===== src/supervisor_defines.svh =====
`ifndef SUPERVISOR_DEFINES_SVH
`define SUPERVISOR_DEFINES_SVH

// ----------------------------------------
// Timing
// ----------------------------------------
`define CLK_PERIOD_NS 100
`define RW_COUNT_W 20
`define RW_TIMEOUT_CYCLES (1 << 20)
`define RW_EXT_TIME_NS 20000
`define RW_EXT_CYCLES ((`RW_EXT_TIME_NS + `CLK_PERIOD_NS - 1) / `CLK_PERIOD_NS)
`define RW_EXT_W 8
`define RST_MCYCLES 5
`define RST_CNT_W 8

`endif


===== src/supervisor_pkg.sv =====
package supervisor_pkg;

  typedef enum logic [2:0] {
    MODE_RUN,
    MODE_SLEEP,
    MODE_TIMEBASE,
    MODE_WATCH,
    MODE_STOP
  } cpu_mode_t;

  typedef struct packed {
    logic internal_reset;
    logic undervoltage_flag;
    logic stop_release;
  } reset_out_t;

endpackage


===== src/low_voltage_and_runaway_reset.sv =====
// Functional notes
// - Undervoltage sets undervoltage_flag and requests internal reset.
// - Undervoltage detection keeps working in stop mode; its reset ends stop.
// - Undervoltage reset waits until a running RAM write cycle completes.
// - No further undervoltage reset while internal reset is already output.
// - Runaway timer is a 20-bit up-counter on the oscillation clock.
// - Runaway counter starts by itself after power-on reset ends.
// - Timeout after 2^20 clocks without clear requests internal reset.
// - Runaway reset lasts exactly five machine cycles.
// - Recovering from standby extends the detection period by 20 us.
// - Runaway counter does not count while CPU is halted.
// - Writing 0 to runaway_counter_clear_bit zeroes the counter.
// - Counter cleared by any internal reset and by oscillator stop.
// - Counter cleared on entering sleep, timebase timer or watch mode.
`timescale 1ns/10ps
`include "supervisor_defines.svh"
module low_voltage_and_runaway_reset #(
  parameter int unsigned TIMEOUT_CYCLES = `RW_TIMEOUT_CYCLES,
  parameter int unsigned MCYC_CLKS = 1
) (
  // Clock and power-on reset
  input wire logic i_clk,
  input wire logic i_rst_n,
  // Supply comparator pin
  input wire logic i_undervoltage,
  // CPU and clock controller status
  input wire supervisor_pkg::cpu_mode_t i_mode,
  input wire logic i_standby_recover,
  input wire logic i_osc_stopped,
  input wire logic i_ram_write_busy,
  // Control writes
  input wire logic i_clear_bit_wr,
  input wire logic i_clear_bit_data,
  input wire logic i_flag_clr,
  // Results
  output logic o_internal_reset,
  output logic o_undervoltage_flag,
  output logic o_stop_release,
  output logic [`RW_COUNT_W-1:0] o_runaway_count
);

  // ----------------------------------------
  // Constants
  // ----------------------------------------
  localparam logic [`RW_COUNT_W-1:0] TIMEOUT_LAST = `RW_COUNT_W'(TIMEOUT_CYCLES - 1);
  localparam logic [`RW_EXT_W-1:0] EXT_LAST = `RW_EXT_W'(`RW_EXT_CYCLES - 1);
  localparam logic [`RST_CNT_W-1:0] RST_LAST = `RST_CNT_W'(`RST_MCYCLES * MCYC_CLKS - 1);

  typedef struct packed {
    logic [`RW_COUNT_W-1:0] cnt;
    logic ext_active;
    logic [`RW_EXT_W-1:0] ext_cnt;
    logic rst_active;
    logic [`RST_CNT_W-1:0] rst_cnt;
    logic lv_pending;
    supervisor_pkg::cpu_mode_t prev_mode;
    supervisor_pkg::reset_out_t out;
  } state_t;

  state_t q;
  state_t d;
  logic uv_level;

  // ----------------------------------------
  // Comparator input synchroniser
  // ----------------------------------------
  pin_sync3 u_uv_sync (
    .i_clk(i_clk),
    .i_rst_n(i_rst_n),
    .i_pin(i_undervoltage),
    .o_level(uv_level)
  );

  // ----------------------------------------
  // Mode decoding
  // ----------------------------------------
  // Spare codes of the 3-bit mode field fall to the default
  function automatic logic is_halt_entry(input supervisor_pkg::cpu_mode_t m);
    unique case (m)
      supervisor_pkg::MODE_SLEEP, supervisor_pkg::MODE_TIMEBASE, supervisor_pkg::MODE_WATCH: begin
        is_halt_entry = 1'h1;
      end
      default: begin
        is_halt_entry = 1'h0;
      end
    endcase
  endfunction

  // Stop halts the CPU too, so only run mode counts
  function automatic logic cpu_runs(input supervisor_pkg::cpu_mode_t m);
    cpu_runs = (m == supervisor_pkg::MODE_RUN);
  endfunction

  // ----------------------------------------
  // Next state
  // ----------------------------------------
  // Decisions of this cycle, kept apart for readability
  logic lv_fire;
  logic rw_fire;
  logic fire;
  logic halt_entry;
  logic clear_write;
  logic cnt_clear;

  always_comb begin
    d = q;
    lv_fire = 1'h0;
    rw_fire = 1'h0;
    d.prev_mode = i_mode;
    d.out.stop_release = 1'h0;

    // ----------------------------------------
    // Undervoltage flag
    // ----------------------------------------
    // Set wins over a clear in the same cycle
    if (i_flag_clr) begin
      d.out.undervoltage_flag = 1'h0;
    end
    if (uv_level) begin
      d.out.undervoltage_flag = 1'h1;
    end

    // ----------------------------------------
    // Low-voltage reset request
    // ----------------------------------------
    // Detection stays live in every mode, stop included
    if (uv_level && !q.rst_active) begin
      d.lv_pending = 1'h1;
    end
    // Request held over a RAM write so a short dip is not lost
    if (q.rst_active) begin
      d.lv_pending = 1'h0;
    end else if ((q.lv_pending || uv_level) && !i_ram_write_busy) begin
      lv_fire = 1'h1;
    end

    // ----------------------------------------
    // Runaway counter
    // ----------------------------------------
    // Only counts while the CPU executes
    if (cpu_runs(i_mode) && !q.rst_active) begin
      if (q.ext_active) begin
        if (q.ext_cnt == EXT_LAST) begin
          rw_fire = 1'h1;
        end else begin
          d.ext_cnt = q.ext_cnt + 1'h1;
        end
      end else if (q.cnt == TIMEOUT_LAST) begin
        // Stretch granted only if recovery is flagged at timeout
        if (i_standby_recover) begin
          d.ext_active = 1'h1;
          d.ext_cnt = '0;
        end else begin
          rw_fire = 1'h1;
        end
      end else begin
        d.cnt = q.cnt + 1'h1;
      end
    end

    // ----------------------------------------
    // Counter clear
    // ----------------------------------------
    fire = lv_fire || rw_fire;
    // Only entry into sleep, timebase or watch clears; entering stop or leaving one does not
    halt_entry = is_halt_entry(i_mode) && (i_mode != q.prev_mode);
    clear_write = i_clear_bit_wr && !i_clear_bit_data;
    cnt_clear = fire || q.rst_active || i_osc_stopped ||
                clear_write ||
                halt_entry;
    if (cnt_clear) begin
      d.cnt = '0;
      d.ext_active = 1'h0;
      d.ext_cnt = '0;
    end

    // ----------------------------------------
    // Reset pulse
    // ----------------------------------------
    // One pulse for both sources; a request inside it is dropped
    if (fire) begin
      d.rst_active = 1'h1;
      d.rst_cnt = RST_LAST;
      d.lv_pending = 1'h0;
      d.out.stop_release = (i_mode == supervisor_pkg::MODE_STOP);
    end else if (q.rst_active) begin
      if (q.rst_cnt == '0) begin
        d.rst_active = 1'h0;
      end else begin
        d.rst_cnt = q.rst_cnt - 1'h1;
      end
    end
    d.out.internal_reset = d.rst_active;
  end

  // ----------------------------------------
  // State register
  // ----------------------------------------
  // Reset leaves counter at zero so it starts counting at release
  always_ff @(posedge i_clk or negedge i_rst_n) begin
    if (!i_rst_n) begin
      q <= '0;
    end else begin
      q <= d;
    end
  end

  // ----------------------------------------
  // Outputs
  // ----------------------------------------
  // Straight from the state register, no logic after the flops
  assign o_internal_reset = q.out.internal_reset;
  assign o_undervoltage_flag = q.out.undervoltage_flag;
  assign o_stop_release = q.out.stop_release;
  assign o_runaway_count = q.cnt;

endmodule


===== src/pin_sync3.sv =====
`timescale 1ns/10ps
module pin_sync3 (
  // Clock and reset
  input wire logic i_clk,
  input wire logic i_rst_n,
  // Pin and filtered level
  input wire logic i_pin,
  output logic o_level
);

  typedef struct packed {
    logic ff1;
    logic ff2;
    logic ff3;
    logic level;
  } sync_state_t;

  sync_state_t q;
  sync_state_t d;

  always_comb begin
    d = q;
    d.ff1 = i_pin;
    d.ff2 = q.ff1;
    d.ff3 = q.ff2;
    // Change accepted only once stages two and three agree
    if (q.ff2 == q.ff3) begin
      d.level = q.ff3;
    end
  end

  always_ff @(posedge i_clk or negedge i_rst_n) begin
    if (!i_rst_n) begin
      q <= '0;
    end else begin
      q <= d;
    end
  end

  assign o_level = q.level;

endmodule


===== config.mk =====
export PLATFORM = sky130hd
export DESIGN_NAME = low_voltage_and_runaway_reset
export DESIGN_NICKNAME = d
export VERILOG_FILES = /design/src/supervisor_pkg.sv /design/src/low_voltage_and_runaway_reset.sv /design/src/pin_sync3.sv
export VERILOG_INCLUDE_DIRS = /design/src
export SDC_FILE = /design/constraint.sdc
export NUM_CORES = 1
export LEC_CHECK = 0
export BUFFER_PORTS_ARGS = -buffer_cell sky130_fd_sc_hd__buf_2
export CAP_MARGIN = 20
export CORE_MARGIN = 8
export CORE_UTILIZATION = 43
export CTS_BUF_LIST = sky130_fd_sc_hd__clkbuf_4 sky130_fd_sc_hd__clkbuf_8
export CTS_CLUSTER_DIAMETER = 40
export DETAILED_ROUTE_END_ITERATION = 10
export PLACE_DENSITY_LB_ADDON = 0.15
export SLEW_MARGIN = 25
export SYNTH_ARGS = -nofsm -noshare
export SYNTH_HDL_FRONTEND = slang
export SYNTH_SLANG_ARGS = --single-unit

===== constraint.sdc =====
create_clock -name i_clk -period 2.5 [get_ports i_clk]
set_input_delay 0.125 -clock i_clk [delete_from_list [all_inputs] [get_ports i_clk]]
set_output_delay 0.125 -clock i_clk [all_outputs]
set_load 0.05 [all_outputs]

==> results.rst <==
.. list-table::
   :header-rows: 1

   * - Metric
     - Value
   * - RSZ-0062 raised after global routing
     - no
   * - Worst IR drop on VDD
     - 0.000332 V
   * - Die area
     - 0.00921 mm2
   * - Clock root buffer
     - sky130_fd_sc_hd__clkbuf_8
   * - Chain of cells forming the critical path
     - ha_1 > nand3_1 > nor4_4 > a21o_2 > or4_1 > a21oi_1
   * - Number of warnings issued by yosys
     - 0
   * - Worst slack at placement
     - 0.506 ns
   * - Remaining routing DRC violations
     - 0
   * - Worst-path fanout max
     - 14
   * - Proportion of power drawn by the clock network
     - 26.8%
   * - Relative max-transition margin
     - 57.7%
   * - Slew Viols, Final
     - 0
   * - Worst hold slack across all endpoints
     - 0.0193 ns
   * - Clk pin slew, worst setup/hold paths
     - 0.09 ns
   * - Switch share
     - 29.4%
   * - Slowest stage cell, crit path
     - sky130_fd_sc_hd__or4_1
   * - Required time at the endpoint of the critical path
     - 2.73 ns
   * - Layout filler cell count
     - 621
   * - Final cycle utilization of the critical path
     - 80.5%
   * - Total wirelength of the detailed-routed design
     - 5950 um
   * - Global-route congestion overflow total
     - 0
   * - WP buf/inv
     - 0
   * - Count of vias placed by the detailed router
     - 2110
   * - Category of the worst setup path capture point
     - flop
   * - Critical setup path kind
     - flop to flop
   * - H-tree lvl count
     - 2
   * - Number of I/O port buffers
     - 34
   * - Origin of the worst setup path
     - o_runaway_count[0]
   * - CP max stage delay
     - 0.53 ns
   * - Post-synth EDFFs
     - 0
   * - Most used flip-flop cell after synthesis
     - sky130_fd_sc_hd__dfrtp_1
   * - Clock tree from TritonCTS
     - yes
   * - Vias in the first global route
     - 2046
   * - Max-capacitance violation count
     - 0
   * - Number of buffers created by CTS
     - 5
   * - Critical path data arrival time
     - 2.24 ns
   * - Upper clock frequency limit
     - 0.497 GHz
   * - Area of the mapped netlist
     - 0.00275 mm2
   * - Time the worst path needs with I/O delays and setup
     - 2.01 ns
   * - Path category of the worst min-delay check
     - input pin to flop
   * - Total routing resource utilization after global routing
     - 13.8%
   * - Global-route wire length before repair
     - 10000 um
   * - Setup-violating endpoint count in the final report
     - 0
   * - Final WS setup
     - 0.486 ns
   * - Number of design-rule violations left by the first detailed-router iteration
     - 55
   * - Initial antenna violation count
     - 0
   * - Sinks on Clock Net
     - 48
   * - Cts repair resizes
     - 0
   * - Final sum of negative setup slack
     - 0 ns
   * - Area of the core
     - 0.00628 mm2
   * - Async set-reset flop share out of synthesis
     - 100%
   * - Total power after layout
     - 0.00170 W
   * - Comb pwr share
     - 18.2%
   * - Library cells used by synthesis
     - 55
   * - HPWL reported at the end of detailed placement
     - 4300 um
   * - Worst clock skew
     - 0.00416 ns
   * - Number of standard cells after synthesis
     - 286
   * - Site row count
     - 29
   * - Crit start category
     - flop
   * - Final Hold Fails
     - 0
   * - Effective utilization at floorplan
     - 43.8%
   * - Detail-routed via count per cell
     - 5.49
   * - Post CTS Setup Buffer Count
     - 0
   * - Startpoint of the lowest-slack hold path
     - i_mode[2]
   * - Routability congestion estimate
     - 0.815
   * - Post-synth net total
     - 302
   * - Antenna cell count
     - 0
   * - Kind of cell adding the most delay to the critical path
     - simple AND/OR/NAND/NOR gates
   * - Average cell area after synthesis
     - 9.61 um2
   * - Total Nets Final
     - 323
   * - Floorplan die width
     - 96.0 um
   * - Leak pwr
     - 1.16 nW
   * - Die height
     - 96.0 um
   * - Antenna Violating Nets Remaining
     - 0
   * - Mean routed wirelength per cell
     - 15.5 um
   * - Number of top-level design ports
     - 35
   * - Transition time of the tightest slew-check pin
     - 0.635 ns
   * - Worst reg2reg path startpoint
     - o_runaway_count[0]
   * - Cell-internal power
     - 0.00120 W
   * - Clock latency reported for the late side of the worst-skew pair
     - 0.30 ns
   * - Switching power of the nets
     - 0.000501 W
   * - Router iterations before antenna repair
     - 6
   * - Synth-to-Final Area Change
     - 7.92%
   * - Total of flip-flops plus latches after synthesis
     - 48
   * - Outcome
     - completed
   * - Fraction of layout instances using a drive strength above 1
     - 20.2%
   * - Final standard cell utilization of the core
     - 47.3%
   * - Hold buffers post-CTS
     - 2
   * - Buffer levels on the longest clock path
     - 2
   * - Sequential cell area fraction in the yosys report
     - 43.7%
   * - Sequential power share
     - 55.0%
   * - Total power density per cell area
     - 574 mW/mm2
   * - Maximum number of pins on one net before global-route repair
     - 30
metrics by stage:
step                instance area, um2  cells
finish                            2970    384
global route                      2970    384
detailed placement                2870    375
CTS                               2970    384
floorplan                         2750    286
global placement                  2870    375
path summary, 6_finish.rpt:
check / slack (ns) / cells after the start / end
max reg2reg: 0.49 / 6 / o_runaway_count[11]
min: 0.02 / 1 / q[5]
min in group asynchronous: 0.34 / 2 / q[12]
max: 0.49 / 6 / o_runaway_count[11]
min reg2reg: 0.36 / 0 / u_uv_sync.d[1]
max in group asynchronous: 1.42 / 3 / o_runaway_count[11]
Yosys cell counts (2+ instances only):
master / instances / area share, %
sky130_fd_sc_hd__nor2_1: 25 / 3.4
sky130_fd_sc_hd__a211oi_1: 6 / 1.6
sky130_fd_sc_hd__and2_1: 3 / 0.68
sky130_fd_sc_hd__xor2_1: 3 / 0.96
sky130_fd_sc_hd__or4b_2: 2 / 0.73
sky130_fd_sc_hd__nand4b_1: 2 / 0.64
sky130_fd_sc_hd__ha_1: 4 / 1.8
sky130_fd_sc_hd__o21a_1: 3 / 0.82
sky130_fd_sc_hd__or4_1: 4 / 1.1
sky130_fd_sc_hd__inv_1: 9 / 1.2
sky130_fd_sc_hd__o21ai_0: 16 / 2.9
sky130_fd_sc_hd__nor3_1: 11 / 2.0
sky130_fd_sc_hd__dfrtp_1: 48 / 44
sky130_fd_sc_hd__and4_1: 3 / 0.96
sky130_fd_sc_hd__xnor2_1: 15 / 4.8
sky130_fd_sc_hd__or3_1: 5 / 1.1
sky130_fd_sc_hd__buf_4: 20 / 5.5
sky130_fd_sc_hd__o31ai_1: 5 / 1.4
sky130_fd_sc_hd__nand2_1: 19 / 2.6
sky130_fd_sc_hd__nand4_1: 7 / 1.6
sky130_fd_sc_hd__nand3_1: 12 / 2.2
sky130_fd_sc_hd__a21oi_1: 20 / 3.6
sky130_fd_sc_hd__clkbuf_1: 3 / 0.41
sky130_fd_sc_hd__nor4_4: 2 / 1.5
sky130_fd_sc_hd__buf_6: 2 / 0.82
sky130_fd_sc_hd__nor4_1: 8 / 1.8
final cells by class:
cell class	count	area (um2)	share of cell area [%]
flip-flops and latches	48	1200	40.5
multi-input cells	201	1310	44.0
repair buffers	42	248	8.35
well taps	77	96.3	3.25
clock buffers	6	76.3	2.57
clock inverters	1	5.00	0.169
inverters	9	33.8	1.14
kinds of logic after synthesis:
logic type / Yosys count / synth area share (%)
AO/OA/AOI/OAI: 62 / 14.7
XOR/XNOR: 18 / 5.74
adder cells (fa/ha/maj): 5 / 2.18
buffers and inverters: 37 / 8.78
flip-flops: 48 / 43.7
multiplexers: 1 / 0.364
AND/OR/NAND/NOR: 115 / 24.5
power by group through the flow:
stage | Clock [W] | Sequential [W] | Combinational (W)
4_1_cts | 0.000477 | 0.000938 | 0.000313
6_report | 0.000456 | 0.000937 | 0.000309
3_3_place_gp | 0 | 0.000953 | 0.000305
2_1_floorplan | 0 | 0.000941 | 0.000227
3_5_place_dp | 0 | 0.000953 | 0.000310
5_1_grt | 0.000502 | 0.000950 | 0.000356
routing by layer:
metal	routed length (um)	global-route usage, %
met4	72	4.74
met5	0	0
met2	2760	21.7
met3	271	3.51
met1	2840	18.0
cells in the final DEF (no fill, tap or decap), drive strengths merged, types with 3 or more instances in the layout:
master,instances
a211oi,6
a21oi,20
and2,3
and4,3
buf,40
clkbuf,6
dfrtp,48
ha,4
inv,9
nand2,19
nand3,13
nand4,8
nor2,26
nor3,12
nor4,10
o21a,3
o21ai,18
o31ai,5
or3,6
or4,4
xnor2,15
xor2,3
registers in the layout, indices dropped and copies added (netlist names):
signal and count:
o_internal_reset 1, o_runaway_count 20, o_stop_release 1, o_undervoltage_flag 1
q 21, u_uv_sync.d 2, u_uv_sync.o_level 1, u_uv_sync.q 1
No activity file was read; power rests on OpenSTA's default activity.
